`src/clkrst_cfg.svh`:
```
`ifndef CLKRST_CFG_SVH
`define CLKRST_CFG_SVH
// 40 MHz system clock; one core cycle = one enable pulse every CORE_DIV clocks
`define PLL_MULT            4
`define CORE_DIV            2
`define LOCK_REF_PERIODS    2500
`define LOCK_CORE_CYCLES    (`LOCK_REF_PERIODS * `PLL_MULT)
`define OSC_START_CYCLES    1000
`define WAKE_MAX_CYCLES     15
`define WAKE_CYCLES         10
`define IDLE_STOP_CYCLES    4
`define RESET_VEC_HALF      36
`define RESET_VEC_CYCLES    (`RESET_VEC_HALF / 2)
`define WD_RESET_CYCLES     8
`define CNT_W               16
`endif

```
`src/clkrst_pkg.sv`:
```
package clkrst_pkg;
  typedef enum logic [1:0] {light_sleep_mode, deeper_sleep_mode, oscillator_off_halt_mode, no_sleep_mode} sleep_mode_t;
  typedef enum {st_osc_wait, st_pll_wait, st_run, st_idle_enter, st_idle, st_wake, st_reset_hold, st_reset_vec} seq_state_t;
endpackage

```
`src/clock_reset_lowpower_seq.sv`:
```
`timescale 1ns/10ps
`include "clkrst_cfg.svh"
// Notes on behaviour
// - the core clock is the reference times a fixed four, with no ratio to program.
// - after the pll is enabled the core clock is synchronised within 2500 reference periods.
// - wakeup from either idle mode restarts the core clock and resumes execution within 15 cycles.
// - four core cycles after idle executes the core clock output stops high.
// - in halt mode the oscillator is powered off four core cycles after idle executes.
// - wakeup from halt restarts the oscillator and waits for start-up and lock before clocking the core.
// - any valid enabled interrupt or a reset wakes every low-power mode.
// - the reset vector runs no sooner than 18 core cycles after the reset pin goes high.
// - an internal reset drives the reset pin low for at least eight core cycles; only a watchdog reset in run, non-halt idle or at wake end gets this drive.
// - general pins other than clock output and flag output are undefined until the pll has locked.
module clock_reset_lowpower_seq
  import clkrst_pkg::*;
#(
  parameter int LOCK_CYCLES = `LOCK_CORE_CYCLES,
  parameter int OSC_CYCLES  = `OSC_START_CYCLES
)
(
  input  wire logic                  i_clock,
  input  wire logic                  i_rst,
  input  wire logic                  i_idle_exec,
  input  wire clkrst_pkg::sleep_mode_t i_sleep_mode,
  input  wire logic                  i_wake_irq,
  input  wire logic                  i_watchdog_reset,
  input  wire logic                  i_reset_pin_n,
  output logic                       o_reset_pin_n,
  output logic                       o_reset_pin_oe,
  output logic                       o_core_clock_output,
  output logic                       o_core_run,
  output logic                       o_osc_enable,
  output logic                       o_pll_locked,
  output logic                       o_reset_vector_go,
  output logic                       o_pins_valid
);
  import clkrst_pkg::*;

  // ==========================================
  // core tick
  logic tick;
  tick_divider #(.DIV(`CORE_DIV)) u_div
  (
    .i_clock (i_clock),
    .i_rst   (i_rst),
    .o_tick  (tick)
  );

  // ==========================================
  // reset pin synchroniser
  logic rs_meta_reg;
  logic rs_sync_reg;
  logic rs_prev_reg;
  always_ff @(posedge i_clock)
  begin
    if (i_rst)
    begin
      // pin idles high: reset to that level so no false edge follows reset
      rs_meta_reg <= 1'b1;
      rs_sync_reg <= 1'b1;
      rs_prev_reg <= 1'b1;
    end
    else
    begin
      rs_meta_reg <= i_reset_pin_n;
      rs_sync_reg <= rs_meta_reg;
      rs_prev_reg <= rs_sync_reg;
    end
  end
  // own drive excluded so a watchdog pulse is not taken as an external one
  wire ext_low  = !rs_sync_reg && !o_reset_pin_oe;
  wire rs_rise  = rs_sync_reg && !rs_prev_reg && !o_reset_pin_oe;

  // ==========================================
  // sequencer
  seq_state_t        state_reg;
  seq_state_t        state_next;
  logic [`CNT_W-1:0] cnt_reg;
  logic [`CNT_W-1:0] cnt_next;
  logic              halt_reg;
  logic              halt_next;
  wire               cnt_zero = (cnt_reg == '0);
  wire               wake     = i_wake_irq || ext_low || i_watchdog_reset;
  wire               is_halt  = (i_sleep_mode == oscillator_off_halt_mode);

  always_comb
  begin
    state_next = state_reg;
    cnt_next   = (tick && !cnt_zero) ? cnt_reg - `CNT_W'(1) : cnt_reg;
    halt_next  = halt_reg;
    case (state_reg)
      st_osc_wait:
        if (cnt_zero && tick)
        begin
          state_next = st_pll_wait;
          cnt_next   = `CNT_W'(LOCK_CYCLES - 1);
        end
      st_pll_wait:
        if (cnt_zero && tick)
          state_next = halt_reg ? st_wake : st_reset_hold;
      st_run:
        if (i_watchdog_reset)
        begin
          state_next = st_reset_hold;
          cnt_next   = `CNT_W'(`WD_RESET_CYCLES);
        end
        else if (ext_low)
          state_next = st_reset_hold;
        else if (i_idle_exec && i_sleep_mode != no_sleep_mode)
        begin
          state_next = st_idle_enter;
          halt_next  = is_halt;
          cnt_next   = `CNT_W'(`IDLE_STOP_CYCLES - 1);
        end
      st_idle_enter:
        if (cnt_zero && tick)
          state_next = st_idle;
      st_idle:
        // outside halt a reset wakes straight into reset hold so the pin rise is not missed; in halt it restarts the oscillator first
        if (!halt_reg && i_watchdog_reset)
        begin
          state_next = st_reset_hold;
          cnt_next   = `CNT_W'(`WD_RESET_CYCLES);
        end
        else if (!halt_reg && ext_low)
          state_next = st_reset_hold;
        else if (wake)
        begin
          if (halt_reg)
          begin
            state_next = st_osc_wait;
            cnt_next   = `CNT_W'(OSC_CYCLES - 1);
          end
          else
          begin
            state_next = st_wake;
            cnt_next   = `CNT_W'(`WAKE_CYCLES - 1);
          end
        end
      st_wake:
        if (cnt_zero)
        begin
          halt_next  = 1'b0;
          state_next = (ext_low || i_watchdog_reset) ? st_reset_hold : st_run;
          if (i_watchdog_reset)
            cnt_next = `CNT_W'(`WD_RESET_CYCLES);
        end
      st_reset_hold:
        if (rs_rise)
        begin
          state_next = st_reset_vec;
          cnt_next   = `CNT_W'(`RESET_VEC_CYCLES);
        end
        else if (o_reset_pin_oe && cnt_zero)
          cnt_next = cnt_reg;
      st_reset_vec:
        if (ext_low)
          state_next = st_reset_hold;
        else if (cnt_zero)
          state_next = st_run;
      default:
        state_next = st_osc_wait;
    endcase
  end

  always_ff @(posedge i_clock)
  begin
    if (i_rst)
    begin
      state_reg <= st_osc_wait;
      cnt_reg   <= `CNT_W'(OSC_CYCLES - 1);
      halt_reg  <= 1'b0;
    end
    else
    begin
      state_reg <= state_next;
      cnt_reg   <= cnt_next;
      halt_reg  <= halt_next;
    end
  end

  // ==========================================
  // outputs
  wire pll_up    = (state_reg != st_osc_wait) && (state_reg != st_pll_wait);
  wire clk_on    = pll_up && (state_reg != st_idle);
  // drive lasts until the count has reached zero, so all eight core cycles are covered
  wire drive_rs  = (state_next == st_reset_hold) &&
                   (i_watchdog_reset || (o_reset_pin_oe && !cnt_zero));
  always_ff @(posedge i_clock)
  begin
    if (i_rst)
    begin
      o_reset_pin_n       <= 1'b1;
      o_reset_pin_oe      <= 1'b0;
      o_core_clock_output <= 1'b1;
      o_core_run          <= 1'b0;
      o_osc_enable        <= 1'b1;
      o_pll_locked        <= 1'b0;
      o_reset_vector_go   <= 1'b0;
      o_pins_valid        <= 1'b0;
    end
    else
    begin
      o_reset_pin_n       <= !drive_rs;
      o_reset_pin_oe      <= drive_rs;
      // stopped clock rests high; one clock high, one low is the core rate, four times the reference
      o_core_clock_output <= clk_on ? !o_core_clock_output : 1'b1;
      o_core_run          <= (state_next == st_run);
      o_osc_enable        <= !(state_next == st_idle && halt_reg);
      o_pll_locked        <= pll_up;
      o_reset_vector_go   <= (state_reg == st_reset_vec) && cnt_zero && !ext_low;
      o_pins_valid        <= pll_up;
    end
  end

  // ==========================================
  // assertion helpers: clocks since the synced rise, clocks of own drive
  logic [7:0] vec_age_reg;
  logic [7:0] drive_len_reg;
  always_ff @(posedge i_clock)
  begin
    if (i_rst || (rs_rise && state_reg == st_reset_hold))
      vec_age_reg <= 8'h00;
    else if (vec_age_reg != 8'hff)
      vec_age_reg <= vec_age_reg + 8'h01;
  end
  always_ff @(posedge i_clock)
  begin
    if (i_rst || !o_reset_pin_oe)
      drive_len_reg <= 8'h00;
    else if (drive_len_reg != 8'hff)
      drive_len_reg <= drive_len_reg + 8'h01;
  end

  a_vec_delay: assert property (@(posedge i_clock) disable iff (i_rst)
    rs_rise && state_reg == st_reset_hold |-> !o_reset_vector_go [*8]) else $error("vector too early");
  a_vec_spacing: assert property (@(posedge i_clock) disable iff (i_rst)
    o_reset_vector_go |-> vec_age_reg >= 8'h24) else $error("vector before 36 clocks");
  a_wd_pulse: assert property (@(posedge i_clock) disable iff (i_rst)
    $rose(o_reset_pin_oe) |-> o_reset_pin_oe [*8]) else $error("reset drive short");
  a_drive_length: assert property (@(posedge i_clock) disable iff (i_rst)
    $fell(o_reset_pin_oe) |-> drive_len_reg >= 8'h10) else $error("reset drive under eight cycles");
  a_wake_time: assert property (@(posedge i_clock) disable iff (i_rst)
    state_reg == st_idle && !halt_reg && i_wake_irq && !ext_low && !i_watchdog_reset |-> ##[1:30] o_core_run)
      else $error("wake late");
  a_clk_high: assert property (@(posedge i_clock) disable iff (i_rst)
    state_reg == st_idle |=> o_core_clock_output) else $error("clock not high in idle");
  a_osc_off: assert property (@(posedge i_clock) disable iff (i_rst)
    !o_osc_enable |-> halt_reg) else $error("osc off outside halt");
  a_halt_lock: assert property (@(posedge i_clock) disable iff (i_rst)
    !o_pll_locked |-> !o_core_run) else $error("core runs unlocked");
endmodule

```
`src/tick_divider.sv`:
```
`timescale 1ns/10ps
`include "clkrst_cfg.svh"
// one-cycle enable every DIV input clocks
module tick_divider #(parameter int DIV = 2)
(
  input  wire logic i_clock,
  input  wire logic i_rst,
  output logic      o_tick
);
  logic [7:0] count_reg;
  wire        wrap = (count_reg == 8'(DIV - 1));
  always_ff @(posedge i_clock)
  begin
    if (i_rst)
      count_reg <= 8'h00;
    else
      count_reg <= wrap ? 8'h00 : count_reg + 8'h01;
  end
  always_ff @(posedge i_clock)
  begin
    if (i_rst)
      o_tick <= 1'b0;
    else
      o_tick <= wrap;
  end
endmodule
```
`config.mk`:
```
export PLATFORM = sky130hd
export DESIGN_NAME = clock_reset_lowpower_seq
export DESIGN_NICKNAME = d
export VERILOG_FILES = /design/src/clkrst_pkg.sv /design/src/clock_reset_lowpower_seq.sv /design/src/tick_divider.sv
export VERILOG_INCLUDE_DIRS = /design/src
export SDC_FILE = /design/constraint.sdc
export NUM_CORES = 1
export LEC_CHECK = 0
export BUFFER_PORTS_ARGS = -buffer_cell sky130_fd_sc_hd__buf_2
export CORE_UTILIZATION = 64
export DETAILED_ROUTE_END_ITERATION = 8
export GPL_TIMING_DRIVEN = 1
export PLACE_DENSITY = 0.9
export SLEW_MARGIN = 20
export SYNTH_ARGS = -nofsm -noshare
export SYNTH_HDL_FRONTEND = slang
export SYNTH_SLANG_ARGS = --single-unit
```
`constraint.sdc`:
```
create_clock -name i_clock -period 4.8 [get_ports i_clock]
set_input_delay 0.72 -clock i_clock [delete_from_list [all_inputs] [get_ports i_clock]]
set_output_delay 0.72 -clock i_clock [all_outputs]
set_load 0.05 [all_outputs]
```
After elaboration in Yosys (flattened, before gate mapping)
Index checks and enable logic that the tools add are counted.
Word-level totals
  output and inout port bits: 8
  bits in registers: 68
  input port bits: 8
  logic and storage cells: 111
Operators by class
  bitwise logic cells: 1
  equality and inequality tests: 21
  multiplexer cells: 36
  $add $sub $neg: 2
  reductions and logical operators: 36
Operator list (count)
  $mux 32: 13
  $pmux 32 s8: 1
  $mux 16: 12
  $eq 32x3->1 const B: 5
  $eq 32x4->1 const B: 3
  $pmux 16 s5: 1
  $eq 32x2->1 const B: 2
  $eq 32x1->1 const B: 1
  $logic_not 32->1: 1
  $ne 32x2->1 const B: 1
  $ne 32x4->1 const B: 1
  $reduce_bool 32->1: 1
  $logic_and 1x1->1: 16
  $logic_not 16->1: 1
  $sub 16x1->16 const B: 1
  $mux 10: 1
  $ne 2x2->1 const B: 5
  $logic_not 1->1: 9
  $add 8x1->8 const B: 1
  $eq 8x1->1 const B: 1
  $mux 3: 2
  $reduce_and 5->1: 1
  $logic_or 1x1->1: 4
  $mux 1: 4
  7 further kinds: 8

Depth between registers and ports, before layout
Gate-level depths: netlist (run 1).
  word-level depth: 11
  depth in mapped cells: 9
  gate-level depth less buffers: 8

Cells and area by module
Synthesis (run 1) repeated with hierarchy kept, for this count alone.
Second synthesis, totals
  cell total of the unflattened synthesis: 332
  area total of the unflattened synthesis: 3021.6 µm²
By module, submodules not included
  clock_reset_lowpower_seq: sequential area each 1181.1 µm², area an instance 2645.0 µm², times used 1, cells each 291
  tick_divider: sequential area each 180.2 µm², area an instance 376.6 µm², times used 1, cells each 41

Worst setup path after synthesis (run 1)
No wires, ideal clock.
  path kind: input to register
  start: in i_watchdog_reset
  end: reg o_reset_pin_oe
  cell stages on the path: 7
  arrival time: 2.025 ns
  path slack: 2.714 ns
  required time: 4.739 ns
  cell sequence: buf_2 -> o21bai_1 -> nor3b_1 -> a221o_1 -> a211oi_2 -> nand2_1 -> and4b_1
On the way
  word-level cells in the longest chain between the ends: 7
  elaborated cells on any way between the ends: 13
  those cells by class: eq/ne (1); mux (7); reduce/logical (5)
Ends and longest elaborated chain
  from (decl): RTL line clock_reset_lowpower_seq.sv:26  | input wire logic i_watchdog_reset,
  $logic_or 1x1->1: RTL line clock_reset_lowpower_seq.sv:83  | wire wake = i_wake_irq || ext_low || i_watchdog_reset;
  $mux 32: RTL line clock_reset_lowpower_seq.sv:127  | else if (wake)
  $mux 32: RTL line clock_reset_lowpower_seq.sv:125  | else if (!halt_reg && ext_low)
  $mux 32: RTL line clock_reset_lowpower_seq.sv:120  | if (!halt_reg && i_watchdog_reset)
  $pmux 32 s8: RTL line clock_reset_lowpower_seq.sv:91  | case (state_reg)
  $eq 32x4->1: RTL line clock_reset_lowpower_seq.sv:187  | wire drive_rs = (state_next == st_reset_hold) &&
  $logic_and 1x1->1 *: RTL line clock_reset_lowpower_seq.sv:187
  to (signal assigned): RTL line clock_reset_lowpower_seq.sv:205  | o_reset_pin_oe <= drive_rs;
  to (decl): RTL line clock_reset_lowpower_seq.sv:29  | output logic o_reset_pin_oe,
Every way passes the cells marked *; elsewhere a longest branch is shown, timed or not.
A chain may end at the register's enable or synchronous reset.

Worst setup path in the final report (run 1)
  start: reg cnt_reg[1]
  end: reg o_reset_pin_oe
On the way
  word-level cells in the longest chain between the ends: 6
  elaborated cells on any way between the ends: 14
  those cells by class: eq/ne (1); mux (7); reduce/logical (6)
Ends and longest elaborated chain
  from (decl): RTL line clock_reset_lowpower_seq.sv:78  | logic [`CNT_W-1:0] cnt_reg;
  from (signal assigned): RTL line clock_reset_lowpower_seq.sv:171  | cnt_reg <= `CNT_W'(OSC_CYCLES - 1);
  from (signal assigned): RTL line clock_reset_lowpower_seq.sv:177  | cnt_reg <= cnt_next;
  $logic_not 16->1 *: RTL line clock_reset_lowpower_seq.sv:82  | wire cnt_zero = (cnt_reg == '0);
  $mux 32 / $logic_and 1x1->1 (equally long branches)
  $mux 32 (on tied branches)
  $pmux 32 s8: RTL line clock_reset_lowpower_seq.sv:91
  $eq 32x4->1: RTL line clock_reset_lowpower_seq.sv:187
  $logic_and 1x1->1 *: RTL line clock_reset_lowpower_seq.sv:187
Marks and branches as above.

==> reports/results.txt, run 1 <==
number of nets with antenna violations after routing: 0
Port Buf Inserts: 15
Fin Hold WS: 0.404 ns
drt pass-1 iters: 6
max incr delay on CP: 0.59 ns
Vias: 2631
setup slack after layout: 2.09 ns
Starting Density: 0.673
synth top area cells: dfxtp_1 (46%), nor2_1 (5.2%), xnor2_1 (3.5%)
required time worst endpoint: 5.10 ns
Post-CTS Repair Setup Buffers: 0
Final Skew: 0.00816 ns
max_slew headroom: 0.541
post-placement worst setup slack: 2.22 ns
setup TNS: 0 ns
clock transition at the registers of the reported paths: 0.08 ns
vias in the first global route: 2476
CP Launch Type: register
Max clock buf depth: 2
number of fill cells: 325
number of flip-flops in the largest register: 32
hpwl dp: 4600 µm
Cell Pwr Density: 338 nW/µm²
RSZ-0062 raised after global routing: no
final worst-path cycle share: 0.564
final hold violations: 0
WS Path Type: register to register
first-pass GRT wire length: 11000 µm
DR iter-0 viols: 337
peak supply drop: 0.000258 V
Hold Buf Count CTS: 0
CTS Buf Count: 9
metal3 WL: 636 µm
Worst Setup End Kind: register
Layout Nets: 376
top-area cell type share of the netlist area: 0.458
post-layout minimum cycle time: 2.71 ns
Synth Area in Compound Gates: 0.134
Synth async-reset ratio: 0
GRT Resource Usage Total: 0.288
HP Class: register to register
Remaining DRCs: 0
TritonCTS clock tree: done
Core Footprint: 4410 µm²
CTS HTree Levels: 3
multiplexer area fraction after synthesis: 0.00337
Synth Instances: 325
Avg Inst Size Synth: 9.14 µm²
maxcap violations: 0
Clk Latency, worst-skew pair: 0.35 ns
Synth Area in XOR/XNOR: 0.0531
cell taking the most area after synthesis: dfxtp_1
Final setup viols: 0
Arr. time, crit path: 3.01 ns
main combinational cell family by area after synthesis: simple AND/OR/NAND/NOR gates
share of cells above drive strength 1: 0.132
Synth cell types: 64
routed length per instance: 15.7 µm
synth warn: 0
largest net degree at the start of global routing: 16
Die Y-Extent: 70.1 µm
Met2 Wirelength: 3200 µm
initial antenna violation count: 0
top layer in use: met4
GR Overflow Total: 0
CP Cell Sequence: inv_1, ha_1, nor4b_4, nand4_1, a221o_1, a211oi_2, nand2_1, and4b_1
clk sinks: 68
Simple-Gate Fraction of Synth Area: 0.308
adder-cell share of the synthesized area: 0.0126
fmax: 369 MHz
sequential-to-total area share from yosys stat: 0.458
# diodes: 0
Post-synth EDFFs: 0
mapped cell area: 2970 µm²
Tot Pwr: 1.13 mW
gpl congestion: 0.987
CTS resizes: 0
Die X: 70.1 µm
Worst-Margin Slew: 0.686 ns
metal1 wirelength: 2640 µm
clk root buf: clkbuf_8
FF+latch count, synth: 68
Max Slew Vio Count: 0
Synth-to-Final Area Change: 13.1%
num rows: 24
outcome: finished, final reports clean
Max stage delay cell, worst path: nand4_1
drt via density: 6.23
Main synth FF type: dfxtp_1
I/O pin total: 16
Routed WL: 6650 µm
Worst Path Max Fanout: 15
die area: 4920 µm²
static leakage: 1.27 nW
per-stage QoR:
step,std cells,cell area [µm²],utilization
finish,422,3360,0.760
global route,422,3360,0.760
floorplan,353,3070,-
CTS,422,3360,0.760
detailed placement,406,3150,0.713
global placement,406,3150,0.713
final cells by class:
cell class,instances,area [µm²],share of cell area
Multi-Input combinational cell,265,1630,0.484
Sequential cell,68,1360,0.406
Clock buffer,9,124,0.0369
Clock inverter,7,83.8,0.0250
Timing Repair Buffer,15,75.1,0.0224
Tap cell,52,65.1,0.0194
Inverter,6,22.5,0.00671
report_power, final:
part	total (mW)	leakage (nW)	internal [mW]	switching [mW]
sequential	0.600	0.561	0.584	0.0155
combinational	0.0503	0.606	0.0178	0.0324
clock	0.483	0.102	0.248	0.235
total	1.13	1.27	0.850	0.283
synthesized netlist by cell type (3+ instances only):
cell type  instances
a21oi_1           10
and3_1             6
buf_2              4
clkbuf_1           8
dfxtp_1           68
ha_1               3
inv_1              6
nand2_1           23
nand2b_1           4
nand3_1           17
nand4_1            3
nand4b_1           3
nor2_1            41
nor3_1            12
nor3b_1            7
nor4_1            14
o21ai_0           13
o31ai_1            4
or2_2              4
or4_1              5
xnor2_1           12
xor2_1             6
kinds of logic (layout without fill, tap and decap cells):
| group | count (synthesis) | in the layout |
|---|---|---|
| flip-flops | 68 | 68 |
| other | 1 | 29 |
| adder cells (fa/ha/maj) | 3 | 3 |
| multiplexers | 1 | 1 |
| AO/OA/AOI/OAI | 54 | 54 |
| AND/OR/NAND/NOR | 160 | 160 |
| buffers and inverters | 20 | 37 |
| XOR/XNOR | 18 | 18 |
worst max-delay path: cells and delay by family (launching register included):
kind	cells	cell delay, ns
AO/OA/AOI/OAI	2	0.83
adder cells (fa/ha/maj)	1	0.19
buffers and inverters	1	0.09
flip-flops	1	0.35
AND/OR/NAND/NOR	4	1.19
cell usage in the layout, fill, tap and decap left out, types with 4 or more instances in the layout:
master and count:
nor3b_1 7, nor3_1 12, dfxtp_1 68, a21oi_1 10
buf_2 15, and3_1 6, xor2_1 6, or2_2 4
or4_1 5, nor2_1 41, inv_1 6, o31ai_1 4
nor4_1 14, o21ai_0 13, nand2b_1 4, nand2_1 23
conb_1 29, clkbuf_8 9, nand3_1 17, xnor2_1 12
metal layers:
layer	up-vias	global-route usage
li1	1229	-
met1	1204	0.346
met2	173	0.448
met3	25	0.101
met4	0	0.164
met5	-	0
final timing paths:
path	startpoint	endpoint	slack [ns]	depth (start not counted)
worst min-delay path	rs_meta_reg	rs_sync_reg	0.40	1
worst max register to register	cnt_reg[1]	o_reset_pin_oe	2.09	8
worst max-delay path	cnt_reg[1]	o_reset_pin_oe	2.09	8
worst min register to register	rs_meta_reg	rs_sync_reg	0.40	1
Power figures use the tool's default switching activity.
==> inputs of run 2 (changes only) <==
ABC_AREA = 1   (was not set)
CORE_UTILIZATION = 56   (was 64)
PLACE_DENSITY = 0.83   (was 0.9)
clock period = 2.2 ns   (was 4.8 ns; I/O delays follow)
==> run 2 against run 1 <==
Cell count grew 60%. Synthesized area increased by 25%. First-iteration DRC count shrank 10%. Core utilization decreased by 10 points. Non-clock buffer count is 5 higher. Worst hold slack got worse by 0.23 ns. Synthesized cell count is 66% higher. Register-to-register slack worse by 1.9 ns. Total power up 130%. Sequential power is 120% higher. Sequential share of layout area down 8.2 points. Sequential cell count stayed put. Largest power group unchanged.
==> reports/results.txt, run 2 <==
top-area cell type share of the netlist area: 0.366 (-0.0929)
initial antenna violation count: 0 (unchanged)
drt via density: 5.32 (-15%)
gpl congestion: 0.947 (-4.1%)
Die X: 83.5 µm (+19%)
Final Skew: 0.0152 ns (+0.00701 ns)
first-pass GRT wire length: 15500 µm (+41%)
max_slew headroom: 0.589 (+0.0474)
clock transition at the registers of the reported paths: 0.08 ns (about the same)
Core Footprint: 6390 µm² (+45%)
DR iter-0 viols: 302 (-10%)
TritonCTS clock tree: done
Max Slew Vio Count: 0 (unchanged)
I/O pin total: 16 (unchanged)
Synth Instances: 540 (+66%)
static leakage: 1.97 nW (+55%)
Main synth FF type: dfxtp_1
vias in the first global route: 3450 (+39%)
final hold violations: 0 (unchanged)
Starting Density: 0.583 (-0.0895)
setup TNS: 0 ns (unchanged)
Remaining DRCs: 0 (unchanged)
Routed WL: 9130 µm (+37%)
Synth async-reset ratio: 0 (unchanged)
final cell count without fillers: 675 (+60%)
drt pass-1 iters: 5 (-1)
Die Y-Extent: 83.5 µm (+19%)
number of nets with antenna violations after routing: 0 (unchanged)
FF+latch count, synth: 68 (unchanged)
max incr delay on CP: 0.36 ns (-0.23 ns)
Final setup viols: 0 (unchanged)
routed length per instance: 13.5 µm (-14%)
CP Launch Type: register
most frequent cell after synthesis: nand2_1
placed insts: 657 (+62%)
cell taking the most area after synthesis: dfxtp_1
Synth cell types: 44 (-31%)
clk sinks: 68 (unchanged)
Worst-Margin Slew: 0.616 ns (-0.0698 ns)
Post-synth EDFFs: 0 (unchanged)
final worst-path cycle share: 0.920 (+0.356)
clk root buf: clkbuf_8
GR Overflow Total: 0 (unchanged)
hpwl dp: 6980 µm (+52%)
fmax: 494 MHz (+34%)
# diodes: 0 (unchanged)
share of cells above drive strength 1: 0.174 (+0.0415)
most frequent cells in the layout: nand2_1 (130), nor2_1 (93), dfxtp_1 (68)
CP Cell Sequence: inv_2, ha_2, nand3_1, nor2_4, nand2_8, inv_2, nor2_1, nand2_1, nand2_1, nor2_1, nand4_2, inv_1, nand2_1, nor2_1
Max clock buf depth: 2 (unchanged)
Hold Buf Count CTS: 0 (unchanged)
Clk Latency, worst-skew pair: 0.35 ns (about the same)
commonest non-fill, non-tap cell in the layout: nand2_1
number of flip-flops in the largest register: 32 (unchanged)
Layout Nets: 604 (+61%)
CTS HTree Levels: 3 (unchanged)
Max stage delay cell, worst path: dfxtp_1
CTS Buf Count: 9 (unchanged)
synth top area cells: dfxtp_1 (37%), nand2_1 (13%), nor2_1 (9.4%)
Vias: 3591 (+36%)
GRT Resource Usage Total: 0.281 (-0.00694)
die area: 6980 µm² (+42%)
maxcap violations: 0 (unchanged)
Worst Path Max Fanout: 9 (-6)
commonest cells in the netlist: nand2_1 (130), nor2_1 (93), dfxtp_1 (68)
WS Path Type: register to register
sequential-to-total area share from yosys stat: 0.366 (-0.0929)
post-layout minimum cycle time: 2.02 ns (-0.685 ns)
Worst Setup End Kind: register
largest net degree at the start of global routing: 18 (+2)
required time worst endpoint: 2.47 ns (-2.63 ns)
HP Class: input pin to register
RSZ-0062 raised after global routing: no
peak supply drop: 0.000588 V (+130%)
outcome: finished, final reports clean
synth warn: 0 (unchanged)
Avg Inst Size Synth: 6.90 µm² (-25%)
worst flop-to-flop path startpoint: cnt_reg[0]
num rows: 29 (+21%)
Port Buf Inserts: 15 (unchanged)
Cell Pwr Density: 623 nW/µm² (+85%)
Arr. time, crit path: 2.29 ns (-0.72 ns)
min-delay src: i_reset_pin_n
launch point of the worst path: cnt_reg[0]
Synth-to-Final Area Change: 13.1% (about the same)
mapped cell area: 3720 µm² (+25%)
-- run 2: cell count changes in the layout (fill, tap and decap cells not counted), moves of 10 or more --
cell,change
inv_1,+39
nand2_1,+107
nor4_1,-12
nand4_1,+13
o21ai_1,+10
nor2_1,+52
nand3_1,+27
inv_2,+17
-- run 2: cell type report --
cell class	count	area [µm²]
well taps	77	96.3
repair buffers	20	113
inverters	67	256
flip-flops and latches	68	1360
clock buffers	9	124
multi-input cells	427	2180
fillers	571	2170
clock inverters	7	82.6
-- run 2: kinds of logic (layout without fill, tap and decap cells) --
kind of cell / Yosys count / count (layout) / synth area share
buf+inv: 73 / 103 / 0.0803
other cells: 1 / 29 / 0.00101
compound gates: 43 / 43 / 0.0675
simple gates: 340 / 340 / 0.447
fa+ha+maj: 3 / 3 / 0.0101
xor+xnor: 12 / 12 / 0.0282
flops: 68 / 68 / 0.366
-- run 2: power by group --
group | leakage (nW) | internal [mW] | switching (mW)
clock network | 0.0988 | 0.543 | 0.538
registers | 0.562 | 1.29 | 0.0409
logic | 1.30 | 0.0725 | 0.143
-- run 2: through the flow --
stage          hold WS (ns)  power [mW]  setup WS (ns)  instance area [µm²]   util
5_1_grt               0.159        2.74         0.0207                 4210  0.660
2_1_floorplan         0.389        1.52          0.375                 3830      -
3_5_place_dp          0.394        1.56          0.127                 3980  0.623
6_report              0.170        2.62          0.176                 4210  0.660
3_3_place_gp          0.388        1.56          0.241                 3980  0.623
4_1_cts               0.153        2.64         0.0954                 4190  0.656
-- run 2: final timing paths --
kind	cells after the start	end	slack [ns]
setup / recovery	14	o_core_run	0.18
hold / removal	2	rs_meta_reg	0.17
setup reg to reg	14	o_core_run	0.18
hold reg to reg	1	o_core_clock_output	0.41
-- run 2: per-layer routing --
layer | global-route usage | vias up | share of wire
li1 | - | 1807 | -
met1 | 0.343 | 1606 | 0.43
met2 | 0.474 | 147 | 0.47
met3 | 0.0544 | 31 | 0.076
met4 | 0.140 | 0 | 0.030
met5 | 0 | - | 0
-- run 2: what timing repair did --
action,in CTS,in global routing
gates resized for setup,0,4
endpoints found under the setup margin,0,6
buffers inserted,0,2
-- run 2: critical path: cells and delay by family, from the launching register on --
kind                     cells  cell delay [ns]
AND/OR/NAND/NOR             10             1.06
flip-flops                   1             0.36
buffers and inverters        3             0.28
adder cells (fa/ha/maj)      1             0.21
==> inputs of run 3 (changes only) <==
CORE_ASPECT_RATIO = 1.75   (was not set)
==> run 3 against run 2 <==
Non-clock buffer count increased by 2. Clock-buffer cell count increased by 1. Critical path depth decreased by 2. Critical path type unchanged.
==> reports/results.txt, run 3 (same netlist as run 2, synthesis figures left out) <==
maxcap violations: 0 (unchanged)
Sequential Power Share: 0.442 (-0.064)
routed length per instance: 15.8 µm (+17%)
GR Overflow Total: 0 (unchanged)
clock transition at the registers of the reported paths: 0.06 ns (-0.02 ns)
outcome: finished, final reports clean
Arr. time, crit path: 2.28 ns (about the same)
TritonCTS clock tree: done
Die X: 63.6 µm (-24%)
peak supply drop: 0.000639 V (+8.6%)
number of fill cells: 567 (-0.70%)
switching share of total power: 0.248 (-0.0277)
vias in the first global route: 3463 (+0.38%)
final cell count without fillers: 682 (+1.0%)
die area: 6990 µm² (+0.19%)
Die Y-Extent: 110 µm (+32%)
Starting Density: 0.574 (-0.00933)
post-layout minimum cycle time: 2.09 ns (+0.0703 ns)
number of flip-flops in the largest register: 32 (unchanged)
Pint: 2.27 mW (+19%)
largest net degree at the start of global routing: 18 (unchanged)
CP top delay family: simple AND/OR/NAND/NOR gates
placed insts: 665 (+1.2%)
Vias: 3685 (+2.6%)
# diodes: 0 (unchanged)
CP Cell Sequence: inv_2, ha_2, nand3_1, nor2_4, nand2_8, nand2_8, nor2_1, nand2_1, xor2_1, nand2_1, nand2_1, o211ai_1
clk root buf: clkbuf_16
Final setup viols: 0 (unchanged)
share of cells above drive strength 1: 0.180 (+0.00609)
hpwl dp: 8180 µm (+17%)
static leakage: 2.02 nW (+2.9%)
Routed WL: 10800 µm (+18%)
initial antenna violation count: 0 (unchanged)
Cell Pwr Density: 695 nW/µm² (+12%)
Max Slew Vio Count: 0 (unchanged)
WS Path Type: register to register
required time worst endpoint: 2.39 ns (-0.08 ns)
max incr delay on CP: 0.43 ns (+0.07 ns)
Remaining DRCs: 0 (unchanged)
critical path's most frequent cell: nand2_1
Worst Setup End Kind: register
RSZ-0062 raised after global routing: no
number of nets with antenna violations after routing: 0 (unchanged)
drt pass-1 iters: 8 (+3)
max_slew headroom: 0.619 (+0.0308)
setup TNS: 0 ns (unchanged)
Gate power share: 0.076 (-0.006)
Max clock buf depth: 2 (unchanged)
clock power share: 0.482 (+0.070)
CTS HTree Levels: 3 (unchanged)
DR iter-0 viols: 286 (-5.3%)
worst path bufs/invs: 1 (-2)
I/O pin total: 16 (unchanged)
clk sinks: 68 (unchanged)
CTS Buf Count: 9 (unchanged)
NetSw: 0.746 mW (+3.3%)
final design utilization: 0.668 (+0.00834)
Layout Nets: 606 (+0.33%)
GRT Resource Usage Total: 0.324 (+0.0428)
Worst-Margin Slew: 0.566 ns (-0.0507 ns)
fmax: 477 MHz (-3.4%)
Clk Latency, worst-skew pair: 0.34 ns (about the same)
num rows: 39 (+34%)
Synth-to-Final Area Change: 16.4%
Final Skew: 0.00836 ns (-0.00682 ns)
Max stage delay cell, worst path: dfxtp_1
Worst Path Max Fanout: 9 (unchanged)
gpl congestion: 1.12 (+18%)
final worst-path cycle share: 0.952 (+0.0320)
Hold Buf Count CTS: 0 (unchanged)
HP Class: input pin to register
final hold violations: 0 (unchanged)
first-pass GRT wire length: 16500 µm (+6.4%)
Port Buf Inserts: 15 (unchanged)
drt via density: 5.40 (+1.6%)
Core Footprint: 6490 µm² (+1.6%)
Fin Hold WS: 0.184 ns (+0.0140 ns)
CP Launch Type: register
most frequent cells in the layout: nand2_1 (130), nor2_1 (91), dfxtp_1 (68)
commonest non-fill, non-tap cell in the layout: nand2_1
-- run 3: path summary, 6_finish.rpt --
check	cells after the start	from	slack, ns	endpoint
max reg2reg	12	cnt_reg[0]	0.11	cnt_reg[6]
min reg2reg	1	o_core_clock_output	0.40	o_core_clock_output
min	2	i_reset_pin_n	0.18	rs_meta_reg
max	12	cnt_reg[0]	0.11	cnt_reg[6]
-- run 3: cell type report --
type,instances,area (µm²),area share
multi-input combinational,427,2180,0.504
clock buffer,10,239,0.0551
sequential,68,1360,0.314
tap,82,103,0.0237
inverter,67,256,0.0592
timing repair buffer,22,128,0.0294
clock inverter,6,63.8,0.0147
-- run 3: metrics by stage --
| stage | power [mW] | setup WS [ns] | area (µm²) |
|---|---|---|---|
| after detailed placement | 1.58 | 0.0601 | 4010 |
| after CTS | 3.02 | 0.0468 | 4310 |
| after global routing | 3.12 | 0.0111 | 4340 |
| after floorplan | 1.52 | 0.375 | 3830 |
| final | 3.01 | 0.106 | 4340 |
| after global placement | 1.57 | 0.0737 | 4010 |
-- run 3: power groups by stage --
stage / combinational [mW] / sequential, mW / clock, mW
floorplan: 0.169 / 1.35 / 0
global placement: 0.213 / 1.35 / 0
detailed placement: 0.221 / 1.36 / 0
CTS: 0.223 / 1.33 / 1.46
global route: 0.255 / 1.34 / 1.53
finish: 0.229 / 1.33 / 1.45
-- run 3: what timing repair did --
| item | in CTS | in global routing |
|---|---|---|
| endpoints found under the hold margin | 0 | 0 |
| gates resized for setup | 0 | 6 |
| setup buffers | 0 | 1 |
| setup endpoints to repair | 0 | 8 |
-- run 3: per-layer routing --
layer  wire, µm  GRT usage  vias to the layer above
li1           -          -                     1820
met1       3620      0.283                     1680
met3        407     0.0664                       56
met4        960      0.297                        0
met5          0          0                        -
met2       5760      0.606                      129
-- run 3: worst reg2reg max path, delay by kind of cell (launching register included) --
kind	cells	cell delay, ns
buf+inv	1	0.08
compound gates	1	0.08
fa+ha+maj	1	0.22
simple gates	8	0.92
flops	1	0.43
xor+xnor	1	0.21
